File: src/design/cmd_admit_regs.vh
`ifndef CMD_ADMIT_REGS_VH
`define CMD_ADMIT_REGS_VH
// ****************************************************************
// Register offsets (byte addresses).
// ****************************************************************
`define REG_CTRL        8'h00
`define REG_STATUS      8'h04
`define REG_CMD         8'h08
`define REG_RESULT      8'h0C
`define REG_SENSE       8'h10
`define REG_LBA         8'h14
`define REG_EVENT       8'h18
`define REG_QCOUNT      8'h1C
// ****************************************************************
// Control register fields.
// ****************************************************************
`define CTRL_DEGOFF_BIT 4
`define CTRL_WCACHE_BIT 0
`define CTRL_RCOFF_BIT  1
`define CTRL_RRELOC_BIT 2
`define CTRL_WRELOC_BIT 3
`define CTRL_QPOL_LSB   5
`define CTRL_RESET_VAL  32'h0000_0000
// ****************************************************************
// Opcodes.
// ****************************************************************
`define OP_TUR          8'h00
`define OP_REQ_SENSE    8'h03
`define OP_FORMAT       8'h04
`define OP_READ6        8'h08
`define OP_WRITE6       8'h0A
`define OP_INQUIRY      8'h12
`define OP_RESERVE      8'h16
`define OP_RELEASE      8'h17
`define OP_READ10       8'h28
`define OP_WRITE10      8'h2A
`define OP_WRVERIFY     8'h2E
`define OP_VERIFY       8'h2F
`define OP_WRSAME       8'h41
`define OP_REPORT_LUNS  8'hA0
// ****************************************************************
// Status codes, sense keys and codes.
// ****************************************************************
`define ST_GOOD         8'h00
`define ST_CHECK        8'h02
`define ST_BUSY         8'h08
`define ST_RESV_CONF    8'h18
`define ST_TSF          8'h28
`define SK_RECOVERED    4'h1
`define SK_NOT_READY    4'h2
`define SK_MEDIUM       4'h3
`define ASC_FMT_CORRUPT 16'h3100
`define ASC_RECOV_NOL   8'h17
`define ASC_RECOV_L     8'h18
`define ERR_DEFERRED    8'h71
`define ERR_CURRENT     8'h70
// ****************************************************************
// Task management functions.
// ****************************************************************
`define TMF_ABORT       2'h0
`define TMF_ABORT_SET   2'h1
`define TMF_CLEAR_SET   2'h2
`define TMF_TGT_RESET   2'h3
`endif

File: src/design/cmd_admit.v
// The register addresses and register access over AXI4-Lite were left to the implementer.
`timescale 1ns/1ps
`include "cmd_admit_regs.vh"
module cmd_admit #(
   parameter QDEPTH   = 128,
   parameter QW       = 7,
   parameter IDW      = 6,
   parameter RSV_SLOTS = 0
) (
   // Clock and reset.
   input  wire        mclk,
   input  wire        rst,
   // AXI4-Lite write address and data.
   input  wire [7:0]  s_axi_awaddr,
   input  wire        s_axi_awvalid,
   output wire        s_axi_awready,
   input  wire [31:0] s_axi_wdata,
   input  wire [3:0]  s_axi_wstrb,
   input  wire        s_axi_wvalid,
   output wire        s_axi_wready,
   // AXI4-Lite write response.
   output reg  [1:0]  s_axi_bresp,
   output reg         s_axi_bvalid,
   input  wire        s_axi_bready,
   // AXI4-Lite read.
   input  wire [7:0]  s_axi_araddr,
   input  wire        s_axi_arvalid,
   output wire        s_axi_arready,
   output reg  [31:0] s_axi_rdata,
   output reg  [1:0]  s_axi_rresp,
   output reg         s_axi_rvalid,
   input  wire        s_axi_rready,
   // Media engine status, same clock.
   input  wire        fmt_done,
   input  wire        fmt_ok,
   input  wire        late_err,
   input  wire        site_flag,
   input  wire        site_ldpc,
   input  wire [1:0]  site_qual_sel,
   input  wire [31:0] site_lba,
   input  wire        wr_recovered,
   input  wire        next_buffered,
   input  wire        task_done,
   input  wire        link_reset,
   // Media engine requests.
   output reg         read_ahead_ff,
   output reg         buffer_flush_ff,
   output reg         mark_pending_ff,
   output reg         realloc_ff,
   output reg         queue_suspend_ff
);
   // ****************************************************************
   // Register state.
   // ****************************************************************
   reg [31:0]     ctrl_ff;
   reg            degraded_ff;
   reg            resv_ff;
   reg [IDW-1:0]  resv_maker_ff;
   reg [IDW-1:0]  resv_holder_ff;
   reg [7:0]      status_ff;
   reg [3:0]      sense_key_ff;
   reg [15:0]     sense_asc_ff;
   reg [7:0]      err_code_ff;
   reg [31:0]     lba_ff;
   reg            deferred_ff;
   reg            prio_busy_ff;
   reg            head_insert_ff;
   reg [QW:0]     qcount_ff;
   reg [QW:0]     init_q_ff [0:(1<<IDW)-1];
   reg            fmt_pend_ff;

   wire aw_go = s_axi_awvalid & s_axi_wvalid & ~s_axi_bvalid;
   assign s_axi_awready = aw_go;
   assign s_axi_wready  = aw_go;
   assign s_axi_arready = ~s_axi_rvalid;
   wire ar_go = s_axi_arvalid & ~s_axi_rvalid;

   // Command and task management writes decode the data word.
   wire          cmd_wr  = aw_go & (s_axi_awaddr == `REG_CMD);
   wire [7:0]    op      = s_axi_wdata[7:0];
   wire [IDW-1:0] ini    = s_axi_wdata[8+IDW-1:8];
   wire [IDW-1:0] tgt    = s_axi_wdata[16+IDW-1:16];
   wire          is_tmf  = s_axi_wdata[31];
   wire [1:0]    tmf     = s_axi_wdata[25:24];

   // ****************************************************************
   // Command classification.
   // ****************************************************************
   function is_prio;
      input [7:0] o;
      begin
         is_prio = (o == `OP_INQUIRY) | (o == `OP_REQ_SENSE) | (o == `OP_REPORT_LUNS);
      end
   endfunction

   function is_rd;
      input [7:0] o;
      begin
         is_rd = (o == `OP_READ6) | (o == `OP_READ10) | (o == `OP_VERIFY) |
                 (o == `OP_WRVERIFY);
      end
   endfunction

   function is_wr;
      input [7:0] o;
      begin
         is_wr = (o == `OP_WRITE6) | (o == `OP_WRITE10) | (o == `OP_WRSAME) |
                 (o == `OP_WRVERIFY);
      end
   endfunction

   // ****************************************************************
   // Admission decision.
   // ****************************************************************
   reg [7:0]  nxt_status;
   reg [3:0]  nxt_key;
   reg [15:0] nxt_asc;
   reg        conflict;
   reg        enq;
   reg        other_multi;
   reg        run_fmt;
   reg        rel_eff;
   reg        rsv_eff;
   integer    k;

   wire deg_on = degraded_ff & ~ctrl_ff[`CTRL_DEGOFF_BIT];
   wire maker  = resv_maker_ff == ini;
   wire holder = resv_holder_ff == ini;

   always @* begin
      conflict    = 1'b0;
      nxt_status  = `ST_GOOD;
      nxt_key     = 4'h0;
      nxt_asc     = 16'h0000;
      enq         = 1'b0;
      run_fmt     = 1'b0;
      rel_eff     = 1'b0;
      rsv_eff     = 1'b0;
      other_multi = 1'b0;
      for (k = 0; k < (1<<IDW); k = k + 1) begin
         if ((k[IDW-1:0] != ini) && (init_q_ff[k] > 1)) begin
            other_multi = 1'b1;
         end
      end
      if (resv_ff && !is_prio(op)) begin
         if (maker && holder) begin
            conflict = 1'b0;
         end else if (!maker && !holder) begin
            conflict = (op != `OP_RELEASE);
         end else if (maker) begin
            conflict = (op != `OP_RESERVE) && (op != `OP_RELEASE);
         end else begin
            conflict = (op == `OP_RESERVE);
         end
      end
      if (conflict) begin
         nxt_status = `ST_RESV_CONF;
      end else if (deferred_ff && !is_prio(op)) begin
         nxt_status = `ST_CHECK;
         nxt_key    = `SK_MEDIUM;
      end else if (deg_on && (op == `OP_TUR)) begin
         nxt_status = `ST_CHECK;
         nxt_key    = `SK_NOT_READY;
         nxt_asc    = `ASC_FMT_CORRUPT;
      end else if (deg_on && (is_rd(op) || is_wr(op))) begin
         nxt_status = `ST_CHECK;
         nxt_key    = `SK_MEDIUM;
         nxt_asc    = `ASC_FMT_CORRUPT;
      end else if (is_prio(op)) begin
         nxt_status = `ST_GOOD;
      end else if ((qcount_ff >= QDEPTH - RSV_SLOTS) ||
                   (other_multi && (init_q_ff[ini] != 0))) begin
         nxt_status = `ST_TSF;
      end else begin
         enq     = 1'b1;
         run_fmt = (op == `OP_FORMAT);
         rsv_eff = (op == `OP_RESERVE);
         rel_eff = (op == `OP_RELEASE) && resv_ff && maker;
      end
   end

   // ****************************************************************
   // Queue bookkeeping and reservation state.
   // ****************************************************************
   integer j;
   always @(posedge mclk) begin
      if (rst) begin
         qcount_ff <= {(QW+1){1'b0}};
         for (j = 0; j < (1<<IDW); j = j + 1) begin
            init_q_ff[j] <= {(QW+1){1'b0}};
         end
         resv_ff        <= 1'b0;
         resv_maker_ff  <= {IDW{1'b0}};
         resv_holder_ff <= {IDW{1'b0}};
         prio_busy_ff   <= 1'b0;
         head_insert_ff <= 1'b0;
      end else begin
         if (cmd_wr && is_tmf) begin
            if (tmf == `TMF_ABORT) begin
               if (init_q_ff[ini] != 0) begin
                  init_q_ff[ini] <= init_q_ff[ini] - 1'b1;
                  qcount_ff      <= qcount_ff - 1'b1;
               end
            end else if (tmf == `TMF_ABORT_SET) begin
               init_q_ff[ini] <= {(QW+1){1'b0}};
               qcount_ff      <= qcount_ff - init_q_ff[ini];
            end else begin
               qcount_ff <= {(QW+1){1'b0}};
               for (j = 0; j < (1<<IDW); j = j + 1) begin
                  init_q_ff[j] <= {(QW+1){1'b0}};
               end
               resv_ff <= 1'b0;
            end
         end else if (cmd_wr) begin
            if (is_prio(op)) begin
               prio_busy_ff   <= 1'b1;
               head_insert_ff <= prio_busy_ff;
            end
            if (enq) begin
               init_q_ff[ini] <= init_q_ff[ini] + 1'b1;
               qcount_ff      <= qcount_ff + 1'b1;
            end
            if (rsv_eff) begin
               resv_ff        <= 1'b1;
               resv_maker_ff  <= ini;
               resv_holder_ff <= tgt;
            end
            if (rel_eff) begin
               resv_ff <= 1'b0;
            end
         end else if (task_done) begin
            prio_busy_ff   <= 1'b0;
            head_insert_ff <= 1'b0;
            if (qcount_ff != 0) begin
               qcount_ff <= qcount_ff - 1'b1;
            end
         end
      end
   end

   // ****************************************************************
   // Status, sense and media side effects.
   // ****************************************************************
   always @(posedge mclk) begin
      if (rst) begin
         ctrl_ff          <= `CTRL_RESET_VAL;
         degraded_ff      <= 1'b0;
         fmt_pend_ff      <= 1'b0;
         status_ff        <= `ST_GOOD;
         sense_key_ff     <= 4'h0;
         sense_asc_ff     <= 16'h0000;
         err_code_ff      <= `ERR_CURRENT;
         lba_ff           <= 32'h0000_0000;
         deferred_ff      <= 1'b0;
         read_ahead_ff    <= 1'b0;
         buffer_flush_ff  <= 1'b1;
         mark_pending_ff  <= 1'b0;
         realloc_ff       <= 1'b0;
         queue_suspend_ff <= 1'b0;
      end else begin
         read_ahead_ff   <= 1'b0;
         buffer_flush_ff <= link_reset |
                            (cmd_wr & is_tmf & (tmf == `TMF_TGT_RESET));
         mark_pending_ff <= 1'b0;
         realloc_ff      <= 1'b0;
         if (aw_go && (s_axi_awaddr == `REG_CTRL)) begin
            ctrl_ff <= s_axi_wdata;
         end
         if (aw_go && (s_axi_awaddr == `REG_STATUS) && s_axi_wdata[0]) begin
            degraded_ff <= 1'b1;
         end
         if (cmd_wr && !is_tmf) begin
            status_ff    <= nxt_status;
            sense_key_ff <= nxt_key;
            sense_asc_ff <= nxt_asc;
            if (deferred_ff && !is_prio(op)) begin
               deferred_ff      <= 1'b0;
               queue_suspend_ff <= 1'b0;
            end
            if (run_fmt) begin
               fmt_pend_ff <= 1'b1;
            end
            if (op == `OP_REQ_SENSE && deg_on) begin
               sense_key_ff <= `SK_NOT_READY;
               sense_asc_ff <= `ASC_FMT_CORRUPT;
            end
            if (enq && is_rd(op) && !ctrl_ff[`CTRL_RCOFF_BIT] && !next_buffered) begin
               read_ahead_ff <= 1'b1;
            end
            if (enq && is_wr(op) && ctrl_ff[`CTRL_WCACHE_BIT]) begin
               status_ff <= `ST_GOOD;
            end
         end
         if (fmt_pend_ff && fmt_done) begin
            fmt_pend_ff <= 1'b0;
            status_ff   <= fmt_ok ? `ST_GOOD : `ST_CHECK;
            if (fmt_ok) begin
               degraded_ff <= 1'b0;
            end
         end
         if (late_err) begin
            deferred_ff      <= 1'b1;
            err_code_ff      <= `ERR_DEFERRED;
            queue_suspend_ff <= 1'b1;
         end
         if (site_flag) begin
            mark_pending_ff <= 1'b1;
            realloc_ff      <= wr_recovered;
            sense_key_ff    <= `SK_RECOVERED;
            sense_asc_ff    <= {site_ldpc ? `ASC_RECOV_L : `ASC_RECOV_NOL, 6'h00,
                                site_qual_sel};
            lba_ff          <= site_lba;
         end
      end
   end

   // ****************************************************************
   // AXI4-Lite responses.
   // ****************************************************************
   reg [31:0] rd_word;
   always @* begin
      if (s_axi_araddr == `REG_CTRL) begin
         rd_word = ctrl_ff;
      end else if (s_axi_araddr == `REG_STATUS) begin
         rd_word = {26'h0, head_insert_ff, prio_busy_ff, queue_suspend_ff,
                    deferred_ff, resv_ff, deg_on};
      end else if (s_axi_araddr == `REG_RESULT) begin
         rd_word = {err_code_ff, 16'h0000, status_ff};
      end else if (s_axi_araddr == `REG_SENSE) begin
         rd_word = {12'h000, sense_key_ff, sense_asc_ff};
      end else if (s_axi_araddr == `REG_LBA) begin
         rd_word = lba_ff;
      end else if (s_axi_araddr == `REG_EVENT) begin
         rd_word = {20'h0, 2'b00, resv_holder_ff, 4'h0};
      end else if (s_axi_araddr == `REG_QCOUNT) begin
         rd_word = {{(31-QW){1'b0}}, qcount_ff};
      end else begin
         rd_word = 32'h0000_0000;
      end
   end

   always @(posedge mclk) begin
      if (rst) begin
         s_axi_bvalid <= 1'b0;
         s_axi_bresp  <= 2'b00;
         s_axi_rvalid <= 1'b0;
         s_axi_rresp  <= 2'b00;
         s_axi_rdata  <= 32'h0000_0000;
      end else begin
         if (aw_go) begin
            s_axi_bvalid <= 1'b1;
            s_axi_bresp  <= (s_axi_awaddr > `REG_QCOUNT) ? 2'b10 : 2'b00;
         end else if (s_axi_bready) begin
            s_axi_bvalid <= 1'b0;
         end
         if (ar_go) begin
            s_axi_rvalid <= 1'b1;
            s_axi_rdata  <= rd_word;
            s_axi_rresp  <= (s_axi_araddr > `REG_QCOUNT) ? 2'b10 : 2'b00;
         end else if (s_axi_rready) begin
            s_axi_rvalid <= 1'b0;
         end
      end
   end
endmodule

File: config.mk
export PLATFORM = sky130hd
export DESIGN_NAME = cmd_admit
export DESIGN_NICKNAME = d
export VERILOG_FILES = /design/src/design/cmd_admit.v
export VERILOG_INCLUDE_DIRS = /design/src /design/src/design
export SDC_FILE = /design/constraint.sdc
export NUM_CORES = 1
export LEC_CHECK = 0
export ABC_AREA = 1
export CAP_MARGIN = 20
export CORE_MARGIN = 2
export CORE_UTILIZATION = 45
export DETAILED_ROUTE_END_ITERATION = 10
export DONT_BUFFER_PORTS = 1
export PLACE_DENSITY_LB_ADDON = 0.3
export SLEW_MARGIN = 20
export SYNTH_ARGS = -nofsm -noshare
export SYNTH_HDL_FRONTEND = slang
export SYNTH_SLANG_ARGS = --single-unit
File: constraint.sdc
create_clock -name mclk -period 5.2 [get_ports mclk]
set_input_delay 1.04 -clock mclk [delete_from_list [all_inputs] [get_ports mclk]]
set_output_delay 1.04 -clock mclk [all_outputs]
set_load 0.02 [all_outputs]
== Word-level counts from Yosys, hierarchy flattened ==
Memory sizes are Yosys's and may differ from the RTL's.
Index checks and enable logic that the tools add are counted.

* Register bits after elaboration: 161
* Latch bits: 0
* Memory bits (writable): 512
* Bits in read-only memories: 0
* Input port bits: 102
* Output and inout port bits: 46
* Word-level logic and storage cells: 653
* Memories: 1

* Add/subtract/negate cells: 5
* $mul: 0
* Div/mod/pow operators: 0
* $lt $le $gt $ge: 67
* Equality and inequality tests: 95
* Shift operators: 0
* Muxes and demuxes: 248
* Bitwise gates (word level): 88
* Reductions and logical operators: 123

{| class="wikitable"
|+ Memory list
! name !! words !! width !! rd ports !! clocked after Yosys merged registers in !! write ports !! line !! RTL
|-
| init_q_ff || 64 || 8 || 65 || 0 || 64 || cmd_admit.v:69 || <nowiki>reg [QW:0] init_q_ff [0:(1<<IDW)-1];</nowiki>
|}

{| class="wikitable"
|+ Operators by type and width
! cell !! number
|-
| $mux W8 || 79
|-
| $gt A8 B1 Y1 const B || 64
|-
| $ne A6 B6 Y1 const A || 32
|-
| $mux W32 || 5
|-
| $mux W1 || 140
|-
| $ne A5 B6 Y1 const A || 16
|-
| $logic_and A1 B1 Y1 || 86
|-
| $or A1 B1 Y1 || 75
|-
| $eq A8 B5 Y1 const B || 7
|-
| $mux W14 || 4
|-
| $mux W16 || 3
|-
| $ne A4 B6 Y1 const A || 8
|-
| $mux W6 || 7
|-
| $eq A8 B4 Y1 const B || 4
|-
| $eq A8 B6 Y1 const B || 4
|-
| $eq A8 B3 Y1 const B || 3
|-
| $logic_not A8 Y1 || 3
|-
| $ne A3 B6 Y1 const A || 4
|-
| $add A8 B1 Y8 const B || 2
|-
| $gt A8 B5 Y1 const B || 2
|-
| $mux W2 || 8
|-
| $ne A8 B5 Y1 const B || 2
|-
| $reduce_bool A2 Y1 || 8
|-
| $reduce_bool A8 Y1 || 2
|-
| other kinds (29) || 58
|}

== Logic depth before layout (Yosys ltp) ==
An unclocked memory read counts as a cell.

* Word-level depth: 83
* Mapped depth: 27
* Depth with buffers taken out: 24

== Worst setup path after synthesis ==
Ideal clock, no wire load.

* Path kind: input to register
* From: in s_axi_wdata[8]
* To: reg qcount_ff[6]
* Setup time: 0.115 ns
* Data arrival time: 4.064 ns
* Data required time: 5.085 ns
* Slack: 1.021 ns
* Stages: 25
* Path buffers: 3
* Path through: buf_2 nor2_2 buf_2 buf_1 a22oi_1 nand2_1 nand2_1 nand2_1 nor2_1 nor2_1 nor2_1 nand2_1 ha_1 inv_1 fa_1 a21o_1 a21oi_1 nor2_1 nor2_1 o21bai_1 or2_2 a21oi_1 nand3_1 nand2_1 nor2_1

* Cells in the longest elaborated chain, start to end: 76
* Elaborated cells on any way between the ends: 219
* Classes of those cells: add/sub (1); eq/ne (67); mux (77); reduce/logical (73); memory (1)

{| class="wikitable"
|+ RTL lines
! element !! line !! RTL
|-
| start: declaration || cmd_admit.v:17 || <nowiki>input wire [31:0] s_axi_wdata,</nowiki>
|-
| $reduce_bool A6 Y1 || cmd_admit.v:141 || <nowiki>if ((k[IDW-1:0] != ini) && (init_q_ff[k] > 1)) begin</nowiki>
|-
| $logic_and A1 B1 Y1 || cmd_admit.v:141 ||
|-
| $mux W1 (64 in a row) || cmd_admit.v:141 ||
|-
| $logic_and A1 B1 Y1 || cmd_admit.v:172 || <nowiki>(other_multi && (init_q_ff[ini] != 0))) begin</nowiki>
|-
| $logic_or A1 B1 Y1 || cmd_admit.v:171 || <nowiki>end else if ((qcount_ff >= QDEPTH - RSV_SLOTS) ||</nowiki>
|-
| $mux W1 || cmd_admit.v:171 ||
|-
| $mux W1 || cmd_admit.v:169 || <nowiki>end else if (is_prio(op)) begin</nowiki>
|-
| $mux W1 || cmd_admit.v:165 || <nowiki>end else if (deg_on && (is_rd(op) || is_wr(op))) begin</nowiki>
|-
| $mux W1 || cmd_admit.v:161 || <nowiki>end else if (deg_on && (op == `OP_TUR)) begin</nowiki>
|-
| $mux W1 || cmd_admit.v:158 || <nowiki>end else if (deferred_ff && !is_prio(op)) begin</nowiki>
|-
| $mux W1 || cmd_admit.v:156 || <nowiki>if (conflict) begin</nowiki>
|-
| $ne A3 B1 Y1 (no line) || -- ||
|-
| $reduce_and A4 Y1 (no line) || -- ||
|-
| end signal: assignment || cmd_admit.v:188 || <nowiki>qcount_ff <= {(QW+1){1'b0}};</nowiki>
|-
| end signal: assignment || cmd_admit.v:202 || <nowiki>qcount_ff <= qcount_ff - 1'b1;</nowiki>
|-
| end signal: assignment || cmd_admit.v:206 || <nowiki>qcount_ff <= qcount_ff - init_q_ff[ini];</nowiki>
|-
| end: declaration || cmd_admit.v:68 || <nowiki>reg [QW:0] qcount_ff;</nowiki>
|}

Parallel ways exist; a longest one is shown, timed or not.
A chain may end at the register's enable or synchronous reset.

==> results_dict.tcl <==
set metrics [dict create \
    detailedRoute.firstPassIterationCount 6 \
    worst-setup-path-type "in2reg" \
    wirelength_um 101500 \
    max-vdd-ir-drop_uv 252.1 \
    crit-reg2reg-launch "init_q_ff[13][1]" \
    final_worst_path_cycle_share_pct 89.80 \
    dpl_worst_slack_ns 0.1686 \
    achievable-frequency_mhz 214.2 \
    tightestPinTransition_ns 1.224 \
    r2r.worst_path.cells 22 \
    reported_max_cap_violation_count 0 \
    clock_path_buffers 3 \
    yosysSeqAreaShare_pct 56.60 \
    floorplan.io_pins 148 \
    hold_path_depth 2 \
    total_leakage_power_uw 0.01471 \
    postCtsSetupRepairBufs 0 \
    rsz0062_at_grt "no" \
    setup.worst_path.start "s_axi_wdata[8]" \
    drive_gt1_share_pct 7.220 \
    timing.hold.worst.start "sense_asc_ff[11]" \
    synth_cells 3897 \
    die_height_um 271.7 \
    initial_antenna_violation_count 1 \
    gp_routability_congestion 0.9396 \
    netlist-cell-type-count 46 \
    holdBufCountCts 0 \
    die_area_sq_mm 0.07384 \
    ys_ff_latch 656 \
    power-per-cell-area_mw_per_mm2 356.9 \
    vias 27638 \
    hold_viol 0 \
    post-route-drc-count 0 \
    cts.clk_slew.worst_paths_ns 0.06 \
    setup_ws_ns 0.5304 \
    die-width_um 271.7 \
    totalNegativeSetupSlack_ns 0 \
    grt_pass1_vias 26504 \
    finalCriticalPeriod_ns 4.670 \
    cts_num_sinks 656 \
    syn_avg_cell_area_sq_um 8.278 \
    grt_start_max_net_pins 176 \
    clock_tree.root_cell "clkbuf_16" \
    clkLatencyLatePin_ns 0.64 \
    grt_pass1_wl_um 153500 \
    cts_tree "yes" \
    drt_iter0_markers 3338 \
    regToRegEndpoint "init_q_ff[31][7]" \
    final.setup_skew_ns 0.03583 \
    postLayoutCellArea_sq_mm 0.03636 \
    netlist_area_sq_mm 0.03226 \
    yosys_warnings 0 \
    floorplan.initialDensity_pct 45.28 \
    dpl_cell_area_sq_mm 0.03408 \
    setup_violations 0 \
    placementRows 98 \
    routed_via_density 5.611 \
    layout.filler_cells 6672 \
    outcome "completed" \
    crit_required_ns 5.48 \
    floorplan_core_area_sq_mm 0.07124 \
    worst_setup_path_start_kind "input port" \
    post_cts_resize_count 0 \
    final_max_slew_viol_count 0 \
    antenna_left 0 \
    ctsHtreeMaxLevel 3 \
    slew_headroom_pct 18.40 \
    fin_worst_hold_slack_ns 0.4564 \
    globalRouteTotalUtil_pct 27.15 \
    worstHoldEndpoint "sense_asc_ff[11]" \
    avgRoutedWirePerCell_um 20.61 \
    post_detail_place_hpwl_um 67270 \
    timing.critical_path.to_type "flip-flop" \
    cts-buffers-inserted 72 \
    r2r_slack_ns 1.12 \
    port_buffers 0 \
    worst_endpoint_data_arrival_time_ns 4.95 \
    flow.area_growth_from_synthesis_pct 12.71 \
    num-nets-final 4034 \
    critical_path.max_fanout 175 \
    grt_overflow_total 0 \
    worstHoldPathType "reg2reg" \
]
## layout make-up
type | instances | area (sq um) | share of cell area [%]
multi-input combinational | 2856 | 12450 | 34.24
sequential | 656 | 18260 | 50.22
timing repair buffer | 150 | 1496 | 4.116
antenna | 1 | 2.502 | 0.006883
tap | 950 | 1189 | 3.269
inverter | 183 | 690.7 | 1.900
clock inverter | 37 | 319.1 | 0.8776
clock buffer | 93 | 1953 | 5.372
## cell usage after synthesis (all sizes together)
cell type	number	area, sq um
ha	12	150.1
buf	132	669.4
o31ai	1	7.510
edfxtp	512	15370
nor4	47	294.0
a21o	2	15.01
nand4	44	275.3
o21a	3	22.52
and3	1	6.260
a31oi	31	193.9
nand3b	1	7.510
nor2	799	3014
a22oi	30	225.2
nand3	83	425.4
o32ai	1	8.760
dfxtp	144	2883
xnor2	10	87.58
a211o	1	8.760
o211ai	14	105.1
clkbuf	71	266.5
inv	179	671.9
a211oi	35	262.8
o21bai	1	7.510
fa	1	20.02
o21ai	112	560.5
a22o	12	105.1
o22ai	6	37.54
clkinv	4	16.26
nor3	77	385.4
nor3b	2	15.01
xor2	18	157.7
a41oi	3	26.28
a221oi	4	35.03
or2	6	37.54
a32o	3	30.03
a21oi	188	940.9
nand2	1306	4905
conb	1	3.750
## sequential cells by signal, indices dropped and copies added (netlist names), 2 cells and up
name,cells
init_q_ff,512
ctrl_ff,32
lba_ff,32
s_axi_rdata,32
qcount_ff,8
sense_asc_ff,7
resv_holder_ff,6
resv_maker_ff,6
status_ff,4
sense_key_ff,2
## worst max path at each step
stage                             to  slack, ns  depth (start not counted)
floorplan               qcount_ff[6]       1.02                         25
global placement    init_q_ff[12][0]       0.18                         24
detailed placement  init_q_ff[31][2]       0.17                         24
CTS                 init_q_ff[31][7]       0.81                         24
global route        init_q_ff[24][7]       0.36                         23
finish              init_q_ff[31][7]       0.53                         23
## routing by layer
metal,global-route usage (%),share of wire [%],vias up,wire [um]
li1,-,-,12972,-
met1,34.90,39,12937,39600
met2,44.29,46,1461,47120
met3,5.343,9.9,268,10030
met4,12.59,4.7,0,4802
met5,0,0,-,0
## worst max-delay path: stages
cell and delay, ns:
nand2_1 0.24, inv_2 0.07, buf_4 0.25, nand2_1 0.11
nand4_1 0.12, nand2_1 0.17, nand2_1 0.11, nor2_1 0.10
nor2_1 0.05, nor2_1 0.20, nand2_1 0.17, inv_1 0.18
ha_1 0.24, nand3_1 0.09, nor2_1 0.17, nand2_1 0.12
nand2_1 0.15, nand4_1 0.14, buf_4 0.20, nand3_4 0.09
buf_12 0.30, nand2_1 0.14, nand2_1 0.30
## cell families after synthesis
| kind of cell | Yosys count | share of synthesized area (%) |
|---|---|---|
| AO/OA/AOI/OAI | 447 | 8.037 |
| XOR/XNOR | 28 | 0.7602 |
| adder cells (fa/ha/maj) | 13 | 0.5275 |
| buffers and inverters | 386 | 5.035 |
| flip-flops | 656 | 56.60 |
| other | 1 | 0.01162 |
| AND/OR/NAND/NOR | 2366 | 29.03 |
## stage by stage
step	power, uW	utilization, %	std cells
floorplan	7258	-	3898
global placement	8032	47.80	4794
detailed placement	8047	47.83	4795
CTS	12990	51.02	4925
global route	13380	51.03	4925
finish	12970	51.03	4926
## layout by cell type, fill, tap and decap left out, types with 6 or more instances in the layout
cell and count:
buf_4 121, ha_1 12, nand4_1 44, a22oi_1 30
o21ai_1 6, xor2_1 18, clkinv_2 13, buf_12 28
xnor2_1 10, a211oi_1 35, nand2_1 1304, edfxtp_1 512
dfxtp_1 144, nor2_2 8, nor3_1 77, o211ai_1 14
a21oi_1 188, clkbuf_16 74, clkbuf_1 16, nor4_1 47
o22ai_1 6, inv_1 165, nand3_1 80, nor2_1 788
or2_2 6, inv_2 13, o21ai_0 106, a22o_1 12
clkinv_1 18, a31oi_1 31
## report_power, final
part,switching (uW),internal (uW),total [uW]
sequential,167,5830,6000
clock,2130,2870,4990
combinational,1420,562,1980
Note: power is estimated with default switching activity, not from simulation.
